--- src/rtl/hpc_defines.svh ---
// Purpose: Constants for hub port charge power control
// Assumes: Included by bare name
// Notes: Offsets, positions and reset values
`ifndef HPC_DEFINES_SVH
`define HPC_DEFINES_SVH
`define HPC_CHARGE_ENABLE_ADDR 8'hd0
`define HPC_DETECT_STATUS_ADDR 8'hd1
`define HPC_CHARGE_ENABLE_RESET 8'h00
`define HPC_FIRST_PORT_BIT 1
`define HPC_DETECT_FILTER 4'h8
`endif

--- src/rtl/hpc_pkg.sv ---
// Purpose: Types for hub port charge power control
// Assumes: Three downstream ports by default
// Notes: Types only
package hpc_pkg;
  typedef enum logic [1:0] {
    HPC_CFG_WAIT,
    HPC_CHARGE_CTRL,
    HPC_HUB_CTRL
  } hpc_mode_t;
  typedef struct packed {
    logic wr;
    logic [7:0] addr;
    logic [7:0] data;
  } hpc_cfg_wr_t;
  typedef struct packed {
    logic dp_oe;
    logic dp_out;
    logic dm_oe;
    logic dm_out;
  } hpc_detect_drive_t;
endpackage : hpc_pkg

--- src/rtl/hpc_sync.sv ---
// Purpose: Two flip-flop synchroniser bank
// Assumes: Inputs asynchronous to clk
// Notes: First stage read only by second stage
`timescale 1ns/1ps
`default_nettype none
module hpc_sync #(
  parameter int WIDTH = 1,
  parameter logic [WIDTH-1:0] INIT = '0
) (
  input wire logic clk,
  input wire logic nrst,
  input wire logic [WIDTH-1:0] d,
  output logic [WIDTH-1:0] q
);
  logic [WIDTH-1:0] meta_reg;
  logic [WIDTH-1:0] q_reg;
  always_ff @(posedge clk or negedge nrst) begin
    if (!nrst) begin
      meta_reg <= INIT;
      q_reg <= INIT;
    end else begin
      meta_reg <= d;
      q_reg <= meta_reg;
    end
  end
  assign q = q_reg;
endmodule : hpc_sync
`default_nettype wire

--- src/rtl/hpc_top.sv ---
// Purpose: Per-port power control for charging downstream ports
// Assumes: Config writes arrive on clk; pins are asynchronous
// Notes: Notes below
`timescale 1ns/1ps
`default_nettype none
`include "hpc_defines.svh"
module hpc_top
  import hpc_pkg::*;
#(
  parameter int PORTS = 3
) (
  input wire logic clk,
  input wire logic nrst,
  input wire hpc_cfg_wr_t cfg_wr,
  input wire logic cfg_rd,
  input wire logic [7:0] cfg_rd_addr,
  output logic [7:0] cfg_rd_data,
  input wire logic cfg_done,
  input wire logic enumerated,
  input wire logic [PORTS-1:0] hub_port_power_feature,
  input wire logic [PORTS-1:0] hub_power_request,
  input wire logic [PORTS-1:0] overcurrent_sense_low,
  input wire logic upstream_plus_pin_in,
  input wire logic upstream_minus_pin_in,
  output logic upstream_plus_pin_out,
  output logic upstream_plus_pin_oe,
  output logic upstream_minus_pin_out,
  output logic upstream_minus_pin_oe,
  input wire logic [PORTS-1:0] charge_query,
  output logic [PORTS-1:0] charge_ack,
  output logic [PORTS-1:0] port_power_enable,
  output logic charger_detected,
  output logic regulator_3v3
);
  // ----------------------------------------
  // Synchronisers
  // ----------------------------------------
  logic [PORTS-1:0] oc_low_sync;
  logic [1:0] pins_sync;
  logic [PORTS-1:0] query_sync;
  hpc_sync #(.WIDTH(PORTS), .INIT({PORTS{1'b1}})) u_oc_sync (
    .clk(clk),
    .nrst(nrst),
    .d(overcurrent_sense_low),
    .q(oc_low_sync)
  );
  hpc_sync #(.WIDTH(2), .INIT(2'h0)) u_pin_sync (
    .clk(clk),
    .nrst(nrst),
    .d({upstream_plus_pin_in, upstream_minus_pin_in}),
    .q(pins_sync)
  );
  hpc_sync #(.WIDTH(PORTS), .INIT('0)) u_query_sync (
    .clk(clk),
    .nrst(nrst),
    .d(charge_query),
    .q(query_sync)
  );
  // ----------------------------------------
  // Charge enable register
  // ----------------------------------------
  logic [7:0] charge_enable_mask_reg, charge_enable_mask_next;
  hpc_mode_t mode_reg, mode_next;
  logic [7:0] rd_data_reg, rd_data_next;
  logic [PORTS-1:0] port_charge;
  logic detected_reg, detected_next;

  function automatic logic is_mask_addr(input logic [7:0] addr);
    is_mask_addr = (addr == `HPC_CHARGE_ENABLE_ADDR);
  endfunction : is_mask_addr

  function automatic logic is_status_addr(input logic [7:0] addr);
    is_status_addr = (addr == `HPC_DETECT_STATUS_ADDR);
  endfunction : is_status_addr

  always_comb begin
    charge_enable_mask_next = charge_enable_mask_reg;
    // Mask writable only before configuration completes
    if (mode_reg == HPC_CFG_WAIT && cfg_wr.wr) begin
      if (is_mask_addr(cfg_wr.addr)) begin
        charge_enable_mask_next = cfg_wr.data;
      end
    end
  end

  always_ff @(posedge clk or negedge nrst) begin
    if (!nrst) begin
      charge_enable_mask_reg <= `HPC_CHARGE_ENABLE_RESET;
    end else begin
      charge_enable_mask_reg <= charge_enable_mask_next;
    end
  end

  // ----------------------------------------
  // Control mode
  // ----------------------------------------
  always_comb begin
    mode_next = mode_reg;
    case (mode_reg)
      HPC_CFG_WAIT: begin
        if (cfg_done) begin
          mode_next = HPC_CHARGE_CTRL;
        end
      end
      HPC_CHARGE_CTRL: begin
        if (enumerated) begin
          mode_next = HPC_HUB_CTRL;
        end
      end
      HPC_HUB_CTRL: begin
        mode_next = HPC_HUB_CTRL;
      end
      default: begin
        mode_next = HPC_CFG_WAIT;
      end
    endcase
  end

  always_ff @(posedge clk or negedge nrst) begin
    if (!nrst) begin
      mode_reg <= HPC_CFG_WAIT;
    end else begin
      mode_reg <= mode_next;
    end
  end

  // ----------------------------------------
  // Register read
  // ----------------------------------------
  always_comb begin
    rd_data_next = rd_data_reg;
    if (cfg_rd) begin
      if (is_mask_addr(cfg_rd_addr)) begin
        rd_data_next = charge_enable_mask_reg;
      end else if (is_status_addr(cfg_rd_addr)) begin
        rd_data_next = {7'h00, detected_reg};
      end else begin
        rd_data_next = 8'h00;
      end
    end
  end

  always_ff @(posedge clk or negedge nrst) begin
    if (!nrst) begin
      rd_data_reg <= 8'h00;
    end else begin
      rd_data_reg <= rd_data_next;
    end
  end

  // ----------------------------------------
  // Overcurrent latch
  // ----------------------------------------
  logic [PORTS-1:0] oc_latch_reg, oc_latch_next;
  logic [PORTS-1:0] oc_now;
  always_comb begin
    oc_now = ~oc_low_sync;
    if (mode_reg == HPC_HUB_CTRL) begin
      oc_latch_next = oc_now;
    end else begin
      oc_latch_next = oc_latch_reg | oc_now;
    end
  end

  always_ff @(posedge clk or negedge nrst) begin
    if (!nrst) begin
      oc_latch_reg <= '0;
    end else begin
      oc_latch_reg <= oc_latch_next;
    end
  end

  // ----------------------------------------
  // Per-port power control
  // ----------------------------------------
  logic [PORTS-1:0] power_reg, power_next;
  logic [PORTS-1:0] ack_reg, ack_next;
  logic [PORTS-1:0] charge_owner;
  logic [PORTS-1:0] hub_owner;
  logic [PORTS-1:0] oc_block;
  genvar gi;
  generate
    for (gi = 0; gi < PORTS; gi++) begin : g_port
      assign port_charge[gi] = charge_enable_mask_reg[gi + `HPC_FIRST_PORT_BIT];
      assign charge_owner[gi] = port_charge[gi] && !hub_port_power_feature[gi] && mode_reg != HPC_HUB_CTRL;
      assign hub_owner[gi] = hub_port_power_feature[gi] || mode_reg == HPC_HUB_CTRL;
      // Charge-mode latch no longer blocks once mode_reg reaches HPC_HUB_CTRL
      assign oc_block[gi] = oc_now[gi] | (oc_latch_reg[gi] && mode_reg != HPC_HUB_CTRL);
      always_comb begin
        if (oc_block[gi]) begin
          power_next[gi] = 1'b0;
        end else if (charge_owner[gi]) begin
          power_next[gi] = (mode_reg == HPC_CHARGE_CTRL);
        end else if (hub_owner[gi]) begin
          power_next[gi] = hub_power_request[gi];
        end else begin
          power_next[gi] = 1'b0;
        end
      end
    end
  endgenerate

  // Positive answer only, never a negative one
  always_comb begin
    ack_next = '0;
    for (int i = 0; i < PORTS; i++) begin
      if (port_charge[i] && mode_reg != HPC_CFG_WAIT && query_sync[i]) begin
        ack_next[i] = 1'b1;
      end
    end
  end

  always_ff @(posedge clk or negedge nrst) begin
    if (!nrst) begin
      power_reg <= '0;
      ack_reg <= '0;
    end else begin
      power_reg <= power_next;
      ack_reg <= ack_next;
    end
  end

  // ----------------------------------------
  // Charger detection on upstream pins
  // ----------------------------------------
  logic [3:0] det_cnt_reg, det_cnt_next;
  logic drive_reg, drive_next;
  always_comb begin
    det_cnt_next = det_cnt_reg;
    detected_next = detected_reg;
    drive_next = (mode_reg == HPC_CFG_WAIT) && !detected_reg;
    if (drive_reg && pins_sync[0]) begin
      if (det_cnt_reg == `HPC_DETECT_FILTER) begin
        detected_next = 1'b1;
      end else begin
        det_cnt_next = det_cnt_reg + 4'h1;
      end
    end else begin
      det_cnt_next = 4'h0;
    end
  end
  always_ff @(posedge clk or negedge nrst) begin
    if (!nrst) begin
      det_cnt_reg <= 4'h0;
      detected_reg <= 1'b0;
      drive_reg <= 1'b0;
    end else begin
      det_cnt_reg <= det_cnt_next;
      detected_reg <= detected_next;
      drive_reg <= drive_next;
    end
  end
  // ----------------------------------------
  // Regulator enable
  // ----------------------------------------
  logic reg_on_reg, reg_on_next;
  always_comb begin
    reg_on_next = 1'b1;
  end

  always_ff @(posedge clk or negedge nrst) begin
    if (!nrst) begin
      reg_on_reg <= 1'b0;
    end else begin
      reg_on_reg <= reg_on_next;
    end
  end

  // ----------------------------------------
  // Outputs
  // ----------------------------------------
  assign upstream_plus_pin_out = drive_reg;
  assign upstream_plus_pin_oe = drive_reg;
  assign upstream_minus_pin_out = 1'b0;
  assign upstream_minus_pin_oe = 1'b0;
  assign cfg_rd_data = rd_data_reg;
  assign charge_ack = ack_reg;
  assign port_power_enable = power_reg;
  assign charger_detected = detected_reg;
  assign regulator_3v3 = reg_on_reg;
endmodule : hpc_top
`default_nettype wire

--- config.mk ---
export PLATFORM = sky130hd
export DESIGN_NAME = hpc_top
export DESIGN_NICKNAME = d
export VERILOG_FILES = /design/src/rtl/hpc_pkg.sv /design/src/rtl/hpc_sync.sv /design/src/rtl/hpc_top.sv
export VERILOG_INCLUDE_DIRS = /design/src /design/src/rtl
export SDC_FILE = /design/constraint.sdc
export NUM_CORES = 1
export LEC_CHECK = 0
export ABC_AREA = 1
export BUFFER_PORTS_ARGS = -buffer_cell sky130_fd_sc_hd__buf_2
export CORE_UTILIZATION = 25
export CTS_BUF_LIST = sky130_fd_sc_hd__clkbuf_16
export CTS_CLUSTER_DIAMETER = 40
export CTS_CLUSTER_SIZE = 25
export DETAILED_ROUTE_END_ITERATION = 7
export HOLD_SLACK_MARGIN = 0.02
export SKIP_LAST_GASP = 1
export SYNTH_ARGS = -nofsm -noshare
export SYNTH_HDL_FRONTEND = slang
export SYNTH_SLANG_ARGS = --single-unit
--- constraint.sdc ---
create_clock -name clk -period 2.7 [get_ports clk]
set_clock_uncertainty 0.1 [all_clocks]
set_input_delay 0.54 -clock clk [delete_from_list [all_inputs] [get_ports clk]]
set_output_delay 0.54 -clock clk [all_outputs]
set_load 0.02 [all_outputs]
==> flow_summary.toml <==
[status]
status = "finished clean"

[clock_tree]
cts-hold-fix-buffers = 0
cts_setup_buffers = 0
cts.repair.resized = 0
cts_tree = "yes"
clkTransAtPathRegs_ns = 0.06
clk_path_buf_depth = 2
cts_buffers = 5
cts_root_buf = "clkbuf_16"
clock_latency_ns = 0.28
htreeDepth = 2
clkSinkCount = 48

[floorplanning]
die_x_um = 89.5
core_region_area_um2 = 7330
rows = 31
dieArea_um2 = 8010
initial_core_util_pct = 26.1
ios = 64
die_h_um = 89.5

[power_and_ir_drop]
peakVddDrop_v = 0.000219
p_leak_nw = 1.31
p_total_mw = 1.73
cellPowerDensity_nw_per_um2 = 699

[synth]
muxShareOfSynthArea_pct = 0
synth_top_family_by_area = "simple AND/OR/NAND/NOR gates"
synthDistinctLibCells = 21
synth_xor_area_share_pct = 0.458
synth_compound_area_share_pct = 7.59
ys_warn_count = 0
synth.top_cell.area_share_pct = 54.9
synth_seq_cells = 48
synth_top_cell_by_area = "dfrtp_1"
netlist_area_um2 = 1910
synth.area.top_cells = "dfrtp_1, nand2_1, dfstp_2"
synthAdderAreaFrac_pct = 3.92
synthCells = 187
synth-simple-area-share_pct = 19.7
ys_seq_area_share_pct = 63.2
avgSynthCellArea_um2 = 10.2

[timing]
fmax_ghz = 0.651
rsz0062_at_grt = "no"
drv_slew = 0
setup_viol = 0
finalCritPeriodShare_pct = 56.9
period_minus_slack_ns = 1.54
fin_setup_tns_ns = 0
hold_violations = 0

[final_layout]
n_antenna_cell = 0
num-nets-final = 303
final_cell_mix = "buf_2, nand2_1, dfrtp_1"
layout-drive-gt1-share_pct = 32.3
final_common_cell = "buf_2"
area_growth_pct = 29.2

[worst_setup_path]
critPathCaptureType = "flop"
r2r-end = "charge_enable_mask_reg[4]"
worstRegToRegCells = 5
path_max_fanout = 9
critical_path.slowest_cell = "dfrtp_1"
worstPathCellList = "inv_1, ha_1, nand4_4, o21ai_0, nand2_1"
ff2ff_setup_slack_ns = 1.16
path_buf_inv = 1
cp_num_cells = 5
required_ns = 2.76
startpoint_type = "flop"
path_class = "reg -> reg"
cp_slowest_stage_delay_ns = 0.40
r2r_start = "mode_reg[0]"
cp_top_family = "flip-flops"
arrival_ns = 1.60

[grt]
grt_pass1_wl_um = 6440
overflow = 0
grt_pass1_vias = 1326
grt_max_degree = 20
grt.total_usage_pct = 11.1
antenna_found_initial = 0

[worst_hold_path]
min_path_type = "in -> async"

[placed_design]
dp_hpwl_um = 3080
gpl.final_weighted_congestion = 0.762
port_buffers = 60

[detailed_routing]
avgViaCountPerCell = 3.94
drc = 0
drtIter0Drc = 56
routed_wl_um = 3930
ant_nets = 0
drt_pass1_iterations = 6
avgRoutedWirePerCell_um = 11.1
vias = 1391

[run]
cap_violations = 0
## layout make-up
type | instances | area, µm²
clock buffers | 5 | 125
clock inverters | 3 | 17.5
fillers | 775 | 4860
inverters | 17 | 63.8
multi-input cells | 119 | 617
flip-flops and latches | 48 | 1210
well taps | 99 | 124
repair buffers | 62 | 315
## per-layer routing
metal / GRT usage (%) / part of all wire, %
met5: 0 / 0
met4: 6.35 / 2.5
met3: 2.95 / 6.2
met2: 16.7 / 45
met1: 14.6 / 46
## metrics by stage
| stage | std cells | worst slack (ns) | cell area (µm²) | utilization (%) | hold WS (ns) |
|---|---|---|---|---|---|
| detailed placement | 345 | 1.15 | 2330 | 31.8 | 0.243 |
| CTS | 353 | 1.14 | 2470 | 33.7 | 0.0858 |
| finish | 353 | 1.16 | 2470 | 33.7 | 0.0828 |
| global route | 353 | 1.01 | 2470 | 33.7 | 0.114 |
| global placement | 345 | 1.18 | 2330 | 31.8 | 0.234 |
| floorplan | 188 | 1.34 | 1920 | - | 0.144 |
## Yosys cell counts
cell / number
nor2_1: 16
nand3_1: 5
conb_1: 2
ha_1: 6
inv_1: 17
nor2_8: 1
buf_4: 3
nand4_4: 2
o22ai_2: 1
dfrtp_1: 42
a21oi_1: 3
dfstp_2: 6
or2_2: 1
a21boi_0: 1
a211oi_1: 2
nor2_2: 2
buf_2: 1
nand2_1: 56
o21ai_0: 12
xnor2_1: 1
o21ai_1: 7
## power by group
part	internal (mW)	total, mW	leakage [nW]	switching, mW
combinational	0.111	0.308	0.626	0.197
sequential	0.791	0.828	0.611	0.0362
clock	0.341	0.592	0.0716	0.250
## worst max path at each step
stage                startpoint                         to  slack [ns]
CTS                 mode_reg[0]  charge_enable_mask_reg[4]        1.14
global placement    mode_reg[0]  charge_enable_mask_reg[0]        1.18
floorplan           mode_reg[0]  charge_enable_mask_reg[0]        1.34
global route        mode_reg[0]  charge_enable_mask_reg[0]        1.01
detailed placement  mode_reg[0]  charge_enable_mask_reg[4]        1.15
finish              mode_reg[0]  charge_enable_mask_reg[4]        1.16
## logic make-up after synthesis
kind of cell / count (synthesis)
compound gates: 26
xor+xnor: 1
buf+inv: 21
flops: 48
other cells: 2
simple gates: 83
fa+ha+maj: 6
Note: power is estimated with default switching activity, not from simulation.
